`config.mk`:
```
export PLATFORM = sky130hd
export DESIGN_NAME = atc_top
export DESIGN_NICKNAME = d
export VERILOG_FILES = /design/src/verilog/atc_pkg.sv /design/src/verilog/atc_top.sv
export VERILOG_INCLUDE_DIRS = /design/src /design/src/verilog
export SDC_FILE = /design/constraint.sdc
export NUM_CORES = 1
export LEC_CHECK = 0
export BUFFER_PORTS_ARGS = -buffer_cell sky130_fd_sc_hd__buf_2
export CORE_MARGIN = 2
export CORE_UTILIZATION = 62
export CTS_CLUSTER_DIAMETER = 200
export DETAILED_ROUTE_END_ITERATION = 8
export PLACE_DENSITY = 0.83
export REMOVE_ABC_BUFFERS = 1
export SETUP_SLACK_MARGIN = 0.1
export SYNTH_ARGS = -nofsm -noshare
export SYNTH_HDL_FRONTEND = slang
export SYNTH_SLANG_ARGS = --single-unit
```
`constraint.sdc`:
```
create_clock -name clk_i -period 6.8 [get_ports clk_i]
set_input_delay 0.34 -clock clk_i [delete_from_list [all_inputs] [get_ports clk_i]]
set_output_delay 0.34 -clock clk_i [all_outputs]
set_load 0.005 [all_outputs]
```
`src/verilog/atc_params.svh`:
```
// Constants for the acquisition and trigger control block
`ifndef ATC_PARAMS_SVH
`define ATC_PARAMS_SVH
`define ATC_CLK_HZ    100000000
`define ATC_CLK_NS    10
`define ATC_US_NS     1000
`define ATC_US_CYC    (`ATC_US_NS / `ATC_CLK_NS)
`define ATC_A_CTRL    8'h00
`define ATC_A_CMD     8'h04
`define ATC_A_MCNT    8'h08
`define ATC_A_BCNT    8'h0C
`define ATC_A_RATE    8'h10
`define ATC_A_EXPO    8'h14
`define ATC_A_DLY     8'h18
`define ATC_A_STAT    8'h1C
`define ATC_A_FPS     8'h20
`define ATC_A_AEXP    8'h24
`define ATC_CMD_BEGIN 0
`define ATC_CMD_END   1
`define ATC_CMD_SW    2
`define ATC_MODE_CONT 2'h0
`define ATC_MODE_MULT 2'h1
`define ATC_MODE_SNGL 2'h2
`define ATC_AE_OFF    2'h0
`define ATC_AE_ONCE   2'h1
`define ATC_AE_CONT   2'h2
`define ATC_TT_ACQ    2'h0
`define ATC_TT_IMG    2'h1
`define ATC_TT_BURST  2'h2
`define ATC_TT_BEND   3
`define ATC_ACT_LOW   3'h0
`define ATC_ACT_HIGH  3'h1
`define ATC_ACT_FALL  3'h2
`define ATC_ACT_RISE  3'h3
`define ATC_ACT_ANY   3'h4
`define ATC_SRC_SW    4'h0
`define ATC_SRC_N     4'hE
`define ATC_CTRL_RST  32'h00000020
`define ATC_MCNT_RST  16'h0001
`define ATC_BCNT_RST  16'h0001
`define ATC_RATE_RST  16'h001E
`define ATC_EXPO_RST  24'h002710
`define ATC_AE_LO     8'h70
`define ATC_AE_HI     8'h90
`define ATC_AE_STEP   24'h000064
`define ATC_AE_MAX    24'hFFFF00
`define ATC_AE_ONCE_N 4'h7
`endif

```
`src/verilog/atc_pkg.sv`:
```
// Types for the acquisition and trigger control block
package atc_pkg;
    typedef enum logic [1:0] {ST_IDLE, ST_DELAY, ST_EXPOSE} atc_st_t;
    typedef struct packed {
        logic [11:0] pad;
        logic [3:0]  src;
        logic [2:0]  act;
        logic        ovl;
        logic [3:0]  ten;
        logic [1:0]  tsel;
        logic [1:0]  ae;
        logic        kind;
        logic        rate_on;
        logic [1:0]  mode;
    } atc_ctrl_t;
    typedef struct packed {
        logic       logic_blk;
        logic [1:0] cnt_end;
        logic [1:0] cnt_start;
        logic [3:0] user;
    } atc_src_t;
    typedef struct packed {
        atc_ctrl_t   ctrl;
        logic [15:0] mcnt;
        logic [15:0] bcnt;
        logic [15:0] rate;
        logic [23:0] expo;
        logic [23:0] dly;
        logic [23:0] expv;
        logic [3:0]  sy1;
        logic [3:0]  sy2;
        logic        prev;
        logic        ack;
        logic [31:0] rdat;
        atc_st_t     st;
        logic        armed;
        logic        run;
        logic        inf;
        logic [15:0] left;
        logic [15:0] nfr;
        logic [7:0]  usdiv;
        logic [23:0] tmr;
        logic [31:0] acc;
        logic [31:0] sec;
        logic        pend;
        logic [3:0]  aecnt;
        logic [15:0] fcnt;
        logic [15:0] fps;
        logic        shut;
        logic        ro;
    } atc_state_t;
endpackage

```
`src/verilog/atc_top.sv`:
```
// Acquisition sequencing, exposure and trigger control with Wishbone regs
//
// Added by the designer: the register addresses and the Wishbone interface to the registers.
`timescale 1ns/10ps
`include "atc_params.svh"
module atc_top #(
    parameter int unsigned SEC_CYCLES = `ATC_CLK_HZ
) (
    input  wire logic           clk_i,
    input  wire logic           rst_i,
    input  wire logic [7:0]     wb_adr_i,
    input  wire logic [31:0]    wb_dat_i,
    input  wire logic [3:0]     wb_sel_i,
    input  wire logic           wb_we_i,
    input  wire logic           wb_cyc_i,
    input  wire logic           wb_stb_i,
    output logic [31:0]         wb_dat_o,
    output logic                wb_ack_o,
    input  wire logic [3:0]     trig_line_i,
    input  wire atc_pkg::atc_src_t int_src_i,
    input  wire logic           readout_busy_i,
    input  wire logic [7:0]     scene_level_i,
    output logic                shutter_open_o,
    output logic                readout_start_o,
    output logic                acquiring_o
);
    localparam logic [7:0]  US_LAST  = 8'(`ATC_US_CYC - 1);
    localparam logic [31:0] SEC_LAST = 32'(SEC_CYCLES - 1);
    localparam logic [31:0] SEC_LEN  = 32'(SEC_CYCLES);

    atc_pkg::atc_state_t q;
    atc_pkg::atc_state_t d;

    logic        req;
    logic        wr;
    logic        wr_ctrl;
    logic        wr_cmd;
    logic        cmd_begin;
    logic        cmd_end;
    logic        swt;
    logic        us;
    logic        trig_on;
    logic        sel_sig;
    logic        hit;
    logic        lvl;
    logic        accept;
    logic        width;
    logic        fend;
    logic        rate_ok;
    logic        cont;
    logic [13:0] srcv;
    logic [15:0] mode_n;
    logic [23:0] exp_use;

    function automatic logic [31:0] wmerge(input logic [31:0] o,
                                           input logic [31:0] n,
                                           input logic [3:0]  s);
        logic [31:0] r;
        r = o;
        for (int i = 0; i < 4; i++) begin
            if (s[i]) begin
                r[8*i +: 8] = n[8*i +: 8];
            end
        end
        return r;
    endfunction

    // Single-cycle answer; ack drops the cycle after it is given
    assign req       = wb_cyc_i & wb_stb_i & ~q.ack;
    assign wr        = req & wb_we_i;
    assign wr_ctrl   = wr & (wb_adr_i == `ATC_A_CTRL);
    assign wr_cmd    = wr & (wb_adr_i == `ATC_A_CMD) & wb_sel_i[0];
    assign cmd_begin = wr_cmd & wb_dat_i[`ATC_CMD_BEGIN];
    assign cmd_end   = wr_cmd & wb_dat_i[`ATC_CMD_END];
    assign swt       = wr_cmd & wb_dat_i[`ATC_CMD_SW]
                     & (q.ctrl.src == `ATC_SRC_SW);
    assign srcv      = {int_src_i, q.sy2, swt};
    assign sel_sig   = (q.ctrl.src < `ATC_SRC_N) ? srcv[q.ctrl.src] : 1'b0;
    assign trig_on   = (q.ctrl.tsel != 2'h3) & q.ctrl.ten[q.ctrl.tsel];
    assign us        = (q.usdiv == US_LAST);
    assign cont      = (q.ctrl.mode == `ATC_MODE_CONT);
    assign mode_n    = (q.ctrl.mode == `ATC_MODE_SNGL) ? 16'h0001 : q.mcnt;
    assign width     = q.ctrl.kind & trig_on;
    assign exp_use   = (q.ctrl.ae == `ATC_AE_OFF) ? q.expo : q.expv;
    assign rate_ok   = ~q.ctrl.rate_on | q.pend;

    // Active level of the shutter pulse follows the qualifier polarity
    assign lvl = ((q.ctrl.act == `ATC_ACT_LOW) | (q.ctrl.act == `ATC_ACT_FALL))
               ? ~sel_sig : sel_sig;
    assign hit = (q.ctrl.act == `ATC_ACT_LOW)  ? ~sel_sig :
                 (q.ctrl.act == `ATC_ACT_HIGH) ? sel_sig :
                 (q.ctrl.act == `ATC_ACT_FALL) ? (q.prev & ~sel_sig) :
                 (q.ctrl.act == `ATC_ACT_RISE) ? (~q.prev & sel_sig) :
                 (q.ctrl.act == `ATC_ACT_ANY)  ? (q.prev ^ sel_sig) :
                 1'b0;

    // Triggers are refused mid-run, so a burst is never cut short
    assign accept = trig_on & hit & q.armed & ~q.run
                  & (q.st == atc_pkg::ST_IDLE)
                  & ~(readout_busy_i & ~q.ctrl.ovl);

    assign fend = (q.st == atc_pkg::ST_EXPOSE)
                & (width ? ~lvl : (q.tmr >= exp_use));

    always_comb begin
        d      = q;
        d.ack  = 1'b0;
        d.ro   = 1'b0;
        d.sy1  = trig_line_i;
        d.sy2  = q.sy1;
        d.prev = sel_sig;
        d.usdiv = us ? 8'h00 : q.usdiv + 8'h01;

        // Frames finished per second window
        if (q.sec == SEC_LAST) begin
            d.sec  = 32'h00000000;
            d.fps  = q.fcnt + {15'h0000, fend};
            d.fcnt = 16'h0000;
        end else begin
            d.sec = q.sec + 32'h00000001;
            if (fend) begin
                d.fcnt = q.fcnt + 16'h0001;
            end
        end

        case (q.st)
            atc_pkg::ST_IDLE: begin
                if (accept) begin
                    d.run   = 1'b1;
                    d.nfr   = 16'h0000;
                    d.st    = atc_pkg::ST_DELAY;
                    d.tmr   = 24'h000000;
                    d.usdiv = 8'h00;
                    case (q.ctrl.tsel)
                        `ATC_TT_ACQ: begin
                            d.left  = mode_n;
                            d.inf   = cont;
                            d.armed = 1'b0;
                        end
                        `ATC_TT_IMG: begin
                            d.left  = cont ? 16'h0001 : mode_n;
                            d.inf   = 1'b0;
                            d.armed = cont;
                        end
                        default: begin
                            d.left  = cont ? q.bcnt : mode_n;
                            d.inf   = cont & q.ctrl.ten[`ATC_TT_BEND];
                            d.armed = 1'b1;
                        end
                    endcase
                end else if (q.run & (q.inf | (q.left != 16'h0000))
                             & rate_ok) begin
                    d.st    = atc_pkg::ST_EXPOSE;
                    d.tmr   = 24'h000000;
                    d.usdiv = 8'h00;
                    d.pend  = 1'b0;
                end else if (q.run & ~q.inf & (q.left == 16'h0000)) begin
                    d.run = 1'b0;
                end
            end
            atc_pkg::ST_DELAY: begin
                if (q.tmr >= q.dly) begin
                    d.st    = atc_pkg::ST_EXPOSE;
                    d.tmr   = 24'h000000;
                    d.usdiv = 8'h00;
                end else if (us) begin
                    d.tmr = q.tmr + 24'h000001;
                end
            end
            atc_pkg::ST_EXPOSE: begin
                if (fend) begin
                    d.st  = atc_pkg::ST_IDLE;
                    d.ro  = 1'b1;
                    d.nfr = q.nfr + 16'h0001;
                    if (~q.inf) begin
                        d.left = q.left - 16'h0001;
                        if (q.left == 16'h0001) begin
                            d.run = 1'b0;
                        end
                    end
                    if (q.ctrl.ae != `ATC_AE_OFF) begin
                        if ((scene_level_i < `ATC_AE_LO)
                            & (q.expv < `ATC_AE_MAX)) begin
                            d.expv = q.expv + `ATC_AE_STEP;
                        end else if ((scene_level_i > `ATC_AE_HI)
                                     & (q.expv > `ATC_AE_STEP)) begin
                            d.expv = q.expv - `ATC_AE_STEP;
                        end
                    end
                    if (q.ctrl.ae == `ATC_AE_ONCE) begin
                        if (q.aecnt == `ATC_AE_ONCE_N) begin
                            d.ctrl.ae = `ATC_AE_OFF;
                            d.expo    = d.expv;
                            d.aecnt   = 4'h0;
                        end else begin
                            d.aecnt = q.aecnt + 4'h1;
                        end
                    end
                end else if (us) begin
                    d.tmr = q.tmr + 24'h000001;
                end
            end
            default: begin
                d.st = atc_pkg::ST_IDLE;
            end
        endcase

        // Pacing tick sets after a frame start clears, so none is lost
        if (q.ctrl.rate_on) begin
            if (q.acc + {16'h0000, q.rate} >= SEC_LEN) begin
                d.acc  = q.acc + {16'h0000, q.rate} - SEC_LEN;
                d.pend = 1'b1;
            end else begin
                d.acc = q.acc + {16'h0000, q.rate};
            end
        end else begin
            d.acc  = 32'h00000000;
            d.pend = 1'b0;
        end

        // Register bus; software writes land after hardware updates
        if (req) begin
            d.ack = 1'b1;
            case (wb_adr_i)
                `ATC_A_CTRL: d.rdat = q.ctrl;
                `ATC_A_MCNT: d.rdat = {16'h0000, q.mcnt};
                `ATC_A_BCNT: d.rdat = {16'h0000, q.bcnt};
                `ATC_A_RATE: d.rdat = {16'h0000, q.rate};
                `ATC_A_EXPO: d.rdat = {8'h00, q.expo};
                `ATC_A_DLY:  d.rdat = {8'h00, q.dly};
                `ATC_A_STAT: d.rdat = {q.nfr, 12'h000, q.armed, q.run,
                                       q.st == atc_pkg::ST_DELAY, q.shut};
                `ATC_A_FPS:  d.rdat = {16'h0000, q.fps};
                `ATC_A_AEXP: d.rdat = {8'h00, q.expv};
                default:     d.rdat = 32'h00000000;
            endcase
        end
        if (wr) begin
            case (wb_adr_i)
                `ATC_A_CTRL: begin
                    d.ctrl     = wmerge(q.ctrl, wb_dat_i, wb_sel_i);
                    d.ctrl.pad = 12'h000;
                    d.aecnt    = 4'h0;
                end
                // Narrow registers keep the low bits of the merged word
                `ATC_A_MCNT: d.mcnt = 16'(wmerge({16'h0000, q.mcnt},
                                                 wb_dat_i, wb_sel_i));
                `ATC_A_BCNT: d.bcnt = 16'(wmerge({16'h0000, q.bcnt},
                                                 wb_dat_i, wb_sel_i));
                `ATC_A_RATE: d.rate = 16'(wmerge({16'h0000, q.rate},
                                                 wb_dat_i, wb_sel_i));
                `ATC_A_EXPO: d.expo = 24'(wmerge({8'h00, q.expo},
                                                 wb_dat_i, wb_sel_i));
                `ATC_A_DLY:  d.dly = 24'(wmerge({8'h00, q.dly},
                                                wb_dat_i, wb_sel_i));
                default: begin
                end
            endcase
        end
        if (cmd_begin) begin
            d.nfr  = 16'h0000;
            d.tmr  = 24'h000000;
            if (trig_on) begin
                d.armed = 1'b1;
                d.run   = 1'b0;
            end else begin
                d.armed = 1'b0;
                d.run   = 1'b1;
                d.left  = mode_n;
                d.inf   = cont;
            end
        end
        if (cmd_end) begin
            d.run   = 1'b0;
            d.armed = 1'b0;
            d.st    = atc_pkg::ST_IDLE;
            d.tmr   = 24'h000000;
        end
        d.shut = (d.st == atc_pkg::ST_EXPOSE);
    end

    always_ff @(posedge clk_i) begin
        if (rst_i) begin
            q      <= '0;
            q.ctrl <= `ATC_CTRL_RST;
            q.mcnt <= `ATC_MCNT_RST;
            q.bcnt <= `ATC_BCNT_RST;
            q.rate <= `ATC_RATE_RST;
            q.expo <= `ATC_EXPO_RST;
            q.expv <= `ATC_EXPO_RST;
        end else begin
            q <= d;
        end
    end

    assign wb_dat_o        = q.rdat;
    assign wb_ack_o        = q.ack;
    assign shutter_open_o  = q.shut;
    assign readout_start_o = q.ro;
    assign acquiring_o     = q.run;
endmodule // atc_top

```
==> run summary, run 1 <==
Initial DRC Count -> 2,422
Reg power frac -> 46.7%
die extent in x -> 187 um
Yosys warning count -> 0
switching share of power -> 21.7%
WP data arrival -> 5.32 ns
Setup TNS Final -> 0 ns
Final HPWL DP -> 45.7 mm
grt total ovfl -> 0
pre-CTS setup slack -> 1.79 ns
Area contributors post-synth -> dfxtp_1 (34%), nor2_1 (5.4%), ha_1 (5.2%)
Worst-path clk slew -> 0.06 ns
starting density of the core -> 62.5%
Synth Instances -> 2,608
dpl cells -> 2,999
Comb power frac -> 3.0%
Vias/cell -> 6.63
clock root cell -> clkbuf_16
Synth cell types -> 104
Final Skew -> 0.0130 ns
worst-skew pair later-pin latency -> 0.53 ns
Max Freq -> 0.202 GHz
Initial DRT Pass Iterations -> 6
Tcrit/Tclk final -> 72.7%
Inserted Diodes -> 0
Final Util -> 67.8%
status -> completed
post-synth top area share -> 33.8%
ys async rst share -> 0%
Die H -> 187 um
Syn Area/Cell -> 8.00 um^2
Max Cap Viol -> 0
RSZ-0062 raised after global routing -> false
H-tree depth -> 2
antenna viol nets, final -> 0
CP Capture Type -> flip-flop
Critical Path Start -> wb_ack_o$_SDFF_PP0_
die area -> 0.0351 mm^2
worst-margin pin slew -> 1.28 ns
max-slew violation count -> 0
CP Max Fanout -> 22
total core area -> 0.0334 mm^2
Clock Tree Buf Depth -> 3
Post-layout nets -> 2,750
Slew HR -> 14.3%
fin cells -> 3,067
clk sink count -> 352
drt total wl -> 64.0 mm
CTS Buf Count -> 39
first-pass GRT wire length -> 102 mm
Worst setup SP type -> flip-flop
Buffers on Ports -> 97
Power Internal -> 3.48 mW
net load switching power -> 0.963 mW
Hold WS -> 0.0305 ns
Routed WL per cell -> 20.9 um
min Tclk post-route -> 4.94 ns
largest net degree at the start of global routing -> 106
CP Class -> reg2reg
post-synthesis cell area -> 0.0209 mm^2
initial antenna violation count -> 3
overall power -> 4.44 mW
Final Setup Violations -> 0
gr usage total -> 35.4%
Critical Path RT -> 7.17 ns
Post-synth EDFFs -> 0
Finished Cell Area -> 0.0226 mm^2
min-delay src -> trig_line_i[1]
Remaining DRCs -> 0
worst min path class -> in2reg
Setup WS post-layout -> 1.86 ns
vias in the first global route -> 19,356
largest area contributor in the netlist -> dfxtp_1
dpl cell area -> 0.0212 mm^2
Synth Register Bits -> 352
register area share after synthesis -> 33.8%
Pwr Density -> 196 mW/mm^2
clock share of power -> 50.4%
hold_buf cts -> 0
num rows -> 67
final hold viol count -> 0
Peak VDD IR -> 0.174 mV
Placer Congestion -> 1.06
# Post-CTS Setup Buffers -> 0
post_cts resized -> 0
worst r2r src -> wb_ack_o$_SDFF_PP0_
Pleak -> 8.28 nW
TritonCTS clock tree -> built
IO Pins -> 107
area grow syn2layout -> 8.45%
dominant synthesized flop cell -> dfxtp_1
vias -> 20,344
fraction of layout cells with a size suffix above 1 -> 9.93%
# fillers -> 2,754
## worst max-delay path, cell delays in order (launching register included)
cell	delay [ns]
dfxtp_1	0.32
nand3b_1	0.47
nor4_4	0.71
a211oi_2	0.18
a21o_2	0.29
inv_1	0.06
ha_1	0.22
o22a_1	0.19
o21ai_0	0.15
nand3_1	0.09
mux2_4	0.34
and3b_1	0.21
or2_4	0.34
or2b_1	0.31
o21bai_2	0.76
nor2_1	0.13
## layer usage
layer	track usage, %	part of all wire [%]	up-vias
li1	-	-	9343
met1	45.0	39	9630
met2	57.8	46	1120
met3	6.23	10	247
met4	18.4	5.4	4
met5	0	0.042	-
## cell usage after synthesis (6+ instances only)
cell type / instances
a211o_1: 17
a211oi_1: 32
a211oi_2: 8
a21o_1: 23
a21oi_1: 202
a221oi_1: 17
a221oi_2: 9
a222oi_1: 7
a22o_1: 14
a22oi_1: 60
a31oi_1: 25
and2_1: 21
and3_1: 38
buf_1: 7
buf_2: 17
buf_4: 35
buf_6: 8
clkbuf_1: 113
dfxtp_1: 352
ha_1: 86
inv_1: 63
mux2i_1: 69
nand2_1: 283
nand2b_1: 24
nand3_1: 146
nand3b_1: 9
nand4_1: 43
nand4b_1: 6
nor2_1: 298
nor2b_1: 22
nor3_1: 76
nor4_1: 34
o211ai_1: 13
o21a_1: 15
o21ai_0: 57
o21ai_1: 15
o21bai_1: 7
o22ai_1: 9
o31a_1: 9
o31ai_1: 12
or2_2: 7
or3_1: 29
or4_1: 9
xnor2_1: 82
xor2_1: 64
## power groups by stage
stage / combinational [mW] / clock (mW) / sequential [mW]
finish: 0.131 / 2.24 / 2.07
global route: 0.138 / 2.34 / 2.07
CTS: 0.126 / 2.25 / 2.07
detailed placement: 0.125 / 0 / 2.12
global placement: 0.122 / 0 / 2.12
floorplan: 0.0451 / 0 / 2.12
## cell usage in the layout, fill, tap and decap left out, types with 12 or more instances in the layout
cell type  instances
o21ai_1           15
a22o_1            14
a221oi_1          17
a22oi_1           60
mux2i_1           69
inv_1             63
nor4_1            34
ha_1              86
nor3_1            76
a211o_1           17
or3_1             29
o21a_1            15
xnor2_1           82
nand4_1           43
a21oi_1          202
clkbuf_8          12
dfxtp_1          352
nor2b_1           22
o31ai_1           12
nor2_1           292
nand2b_1          24
o21ai_0           57
and3_1            38
a211oi_1          32
nand3_1          146
buf_4             27
o211ai_1          13
clkbuf_16         41
a31oi_1           25
buf_2             96
xor2_1            64
and2_1            21
nand2_1          283
a21o_1            23
## kinds of logic after synthesis
family / after synthesis / synth area share (%)
xor gates and xnor gates: 147 / 6.21
AOI/OAI and AO/OA: 621 / 20.6
DFF: 352 / 33.8
muxes: 74 / 3.71
adders and majority gates: 87 / 5.26
and+or+nand+nor: 1082 / 25.0
buffers and inverters: 245 / 5.44
## worst paths after layout
check,end,cells past startpoint,slack [ns]
max,q[125]$_SDFFE_PP0P_,15,1.86
max reg2reg,q[125]$_SDFFE_PP0P_,15,1.86
min reg2reg,q[207]$_SDFF_PP0_,1,0.45
min,d[207]$_SDFF_PP0_,2,0.03
## final cells by class
type / instances / area (um^2) / share of cell area, %
multi-input cells: 2011 / 12700 / 56.2
flip-flops and latches: 352 / 7050 / 31.2
clock buffers: 56 / 1200 / 5.32
repair buffers: 124 / 694 / 3.07
well taps: 448 / 561 / 2.48
inverters: 64 / 240 / 1.06
clock inverters: 12 / 168 / 0.741
## sequential cells by signal, indices dropped and copies added, names as in the netlist
signal / flops
shutter_open_o: 1
wb_dat_o: 32
wb_ack_o: 1
q: 312
acquiring_o: 1
d: 4
readout_start_o: 1
No activity file was read; power rests on OpenSTA's default activity.
==> run 2: changes to the inputs <==
--- a/config.mk
+++ b/config.mk
@@ -8,10 +8,10 @@
 export LEC_CHECK = 0
 export BUFFER_PORTS_ARGS = -buffer_cell sky130_fd_sc_hd__buf_2
 export CORE_MARGIN = 2
-export CORE_UTILIZATION = 62
+export CORE_UTILIZATION = 56
 export CTS_CLUSTER_DIAMETER = 200
 export DETAILED_ROUTE_END_ITERATION = 8
-export PLACE_DENSITY = 0.83
+export PLACE_DENSITY = 0.79
 export REMOVE_ABC_BUFFERS = 1
 export SETUP_SLACK_MARGIN = 0.1
 export SYNTH_ARGS = -nofsm -noshare
==> constraint.sdc (replaced) <==
create_clock -name clk_i -period 4.2 [get_ports clk_i]
set_input_delay 0.21 -clock clk_i [delete_from_list [all_inputs] [get_ports clk_i]]
set_output_delay 0.21 -clock clk_i [all_outputs]
set_load 0.005 [all_outputs]
==> run 2 against run 1 <==
Compared with the run above:
- utilization fell by 2.4 points
- final cell count rose by 4.3%
- die area rose by 10%
- first-iteration DRC count rose by 7.2%
- largest cell class unchanged
- critical endpoint is now q[103]$_SDFFE_PP0P_
- routed wire length rose by 4.8%
- clock skew rose by 0.018 ns
- design area rose by 5.8%
- critical path depth rose by 1
- global-route usage fell by 2.1 points
- clock power rose by 73%
- maximum frequency rose by 23%
==> run summary, run 2 (synthesized netlist as in run 1, its figures left out) <==
Initial DRC Count -> 2,597 (was 2,422)
Clock Tree Buf Depth -> 3 (unchanged)
number of flip-flops in the largest register -> 312 (unchanged)
Tcrit/Tclk final -> 95.4% (was 72.7%)
Pleak -> 8.88 nW (was 8.28 nW)
first-pass GRT wire length -> 103 mm (was 102 mm)
Reg power frac -> 44.9% (was 46.7%)
largest net degree at the start of global routing -> 68 (was 106)
starting density of the core -> 57.0% (was 62.5%)
Buffers on Ports -> 97 (unchanged)
Crit path max-delay family -> simple AND/OR/NAND/NOR gates (unchanged)
Finished Cell Area -> 0.0239 mm^2 (was 0.0226 mm^2)
clk sink count -> 352 (unchanged)
overall power -> 7.47 mW (was 4.44 mW)
Initial DRT Pass Iterations -> 6 (unchanged)
WP data arrival -> 4.46 ns (was 5.32 ns)
Top reg by flops -> q (unchanged)
CP Class -> reg2reg (unchanged)
Comb power frac -> 3.2% (was 3.0%)
die area -> 0.0388 mm^2 (was 0.0351 mm^2)
Setup TNS Final -> 0 ns (unchanged)
slowest cell delay on critical path -> 0.51 ns (was 0.76 ns)
dpl cells -> 3,089 (was 2,999)
Pwr Density -> 312 mW/mm^2 (was 196 mW/mm^2)
IO Pins -> 107 (unchanged)
cell with the largest stage delay on the worst path -> mux4_2 (was o21bai_2)
Remaining DRCs -> 0 (unchanged)
vias -> 20,647 (was 20,344)
worst-skew pair later-pin latency -> 0.57 ns (was 0.53 ns)
CTS Buf Count -> 40 (was 39)
fraction of layout cells with a size suffix above 1 -> 14.0% (was 9.93%)
max-slew violation count -> 0 (unchanged)
clock share of power -> 51.9% (was 50.4%)
area grow syn2layout -> 14.7% (was 8.45%)
fin cells -> 3,200 (was 3,067)
crit path buf inv count -> 2 (was 1)
Peak VDD IR -> 0.269 mV (was 0.174 mV)
most common cell after layout, fill and taps aside -> dfxtp_1 (unchanged)
Final Skew -> 0.0309 ns (was 0.0130 ns)
switching share of power -> 21.7% (about the same)
Hold WS -> 0.0222 ns (was 0.0305 ns)
min Tclk post-route -> 4.01 ns (was 4.94 ns)
worst min path class -> in2reg (unchanged)
Post-layout nets -> 2,859 (was 2,750)
CP cell instances -> mux4_2 > and2_1 > a211oi_2 > a21o_2 > inv_1 > ha_1 > o22a_1 > o21ai_1 > nand3_1 > mux2_4 > and3b_2 > or2_4 > or2b_4 > o21bai_4 > clkbuf_16 > nor2_1 (was nand3b_1 > nor4_4 > a211oi_2 > a21o_2 > inv_1 > ha_1 > o22a_1 > o21ai_0 > nand3_1 > mux2_4 > and3b_1 > or2_4 > or2b_1 > o21bai_2 > nor2_1)
drt total wl -> 67.1 mm (was 64.0 mm)
Vias/cell -> 6.45 (was 6.63)
worst-margin pin slew -> 1.17 ns (was 1.28 ns)
Die H -> 197 um (was 187 um)
final hold viol count -> 0 (unchanged)
H-tree depth -> 2 (unchanged)
gr usage total -> 33.3% (was 35.4%)
Routed WL per cell -> 21.0 um (was 20.9 um)
Max Freq -> 0.249 GHz (was 0.202 GHz)
antenna viol nets, final -> 0 (unchanged)
grt total ovfl -> 0 (unchanged)
vias in the first global route -> 19,502 (was 19,356)
most frequent cells in the layout -> dfxtp_1 (346), nor2_1 (291), nand2_1 (282), a21oi_1 (197), nand3_1 (146) (was dfxtp_1 (352), nor2_1 (292), nand2_1 (283), a21oi_1 (202), nand3_1 (146))
net load switching power -> 1.62 mW (was 0.963 mW)
CP Capture Type -> flip-flop (unchanged)
Max Cap Viol -> 0 (unchanged)
num rows -> 70 (was 67)
total core area -> 0.0366 mm^2 (was 0.0334 mm^2)
Power Internal -> 5.84 mW (was 3.48 mW)
Worst setup SP type -> flip-flop (unchanged)
Critical Path RT -> 4.65 ns (was 7.17 ns)
RSZ-0062 raised after global routing -> true (was false)
die extent in x -> 197 um (was 187 um)
dpl cell area -> 0.0219 mm^2 (was 0.0212 mm^2)
Final HPWL DP -> 48.0 mm (was 45.7 mm)
CP Max Fanout -> 8 (was 22)
Worst-path clk slew -> 0.06 ns (about the same)
clock root cell -> clkbuf_16 (unchanged)
TritonCTS clock tree -> built (unchanged)
initial antenna violation count -> 3 (unchanged)
Final Setup Violations -> 0 (unchanged)
Slew HR -> 21.7% (was 14.3%)
status -> completed (unchanged)
Placer Congestion -> 0.987 (was 1.06)
[run 2: changes by cell type in the layout (fill, tap and decap cells not counted), sizes merged]
| cell | before | now |
|---|---|---|
| buf | 124 | 206 |
| dlygate4sd3 | 0 | 24 |
| bufinv | 4 | 8 |
| clkinv | 5 | 7 |
| clkinvlp | 3 | 2 |
| diode | 0 | 1 |
| or2 | 12 | 13 |
[run 2: worst paths after layout]
kind	start	end	slack, ns	cells after the start
min	wb_dat_i[0]	q[334]$_SDFFE_PP0P_	0.02	3
max	q[350]$_SDFFE_PP0P_	q[103]$_SDFFE_PP0P_	0.19	16
min reg2reg	d[209]$_SDFF_PP0_	q[209]$_SDFF_PP0_	0.43	1
max reg2reg	q[350]$_SDFFE_PP0P_	q[103]$_SDFFE_PP0P_	0.19	16
[run 2: final cells by class]
type	count	area (um^2)
Antenna cell	1	2.50
Clock buffer	55	1160
Clock inverter	17	290
Fill cell	3022	12700
Inverter	64	240
Multi-Input combinational cell	2012	12900
Sequential cell	352	7060
Tap cell	468	586
Timing Repair Buffer	231	1630
[run 2: per-stage QoR]
| stage | setup slack (ns) | utilization (%) |
|---|---|---|
| 2_1_floorplan | -0.631 | - |
| 3_5_place_dp | -0.111 | 59.7 |
| 3_3_place_gp | -0.0292 | 59.7 |
| 6_report | 0.191 | 65.3 |
| 5_1_grt | 0.0647 | 65.3 |
| 4_1_cts | 0.0938 | 64.5 |
[run 2: repair_timing]
action | CTS | global route
hold endpoints to repair | 74 | 0
buffers inserted | 2 | 9
gates cloned | 0 | 3
resized for setup | 11 | 47
hold buffers | 24 | 0
pin swaps | 1 | 15
setup endpoints to repair | 46 | 67
[run 2: tightest hold or removal path, cell delays in order]
cell     delay [ns]
buf_2          0.18
nand3_1        0.09
a21oi_1        0.06
[run 2: power groups by stage]
stage | Clock, mW | Combinational, mW | Sequential [mW]
after floorplan | 0 | 0.0730 | 3.43
after global placement | 0 | 0.206 | 3.43
after detailed placement | 0 | 0.209 | 3.43
after CTS | 3.90 | 0.230 | 3.35
after global routing | 4.04 | 0.255 | 3.35
final | 3.87 | 0.242 | 3.35
[run 2: layer usage]
metal  GRT usage [%]  part of all wire, %
met1            42.1                   39
met3            5.24                  9.5
met5               0                0.016
met2            54.7                   46
met4            17.7                  5.4
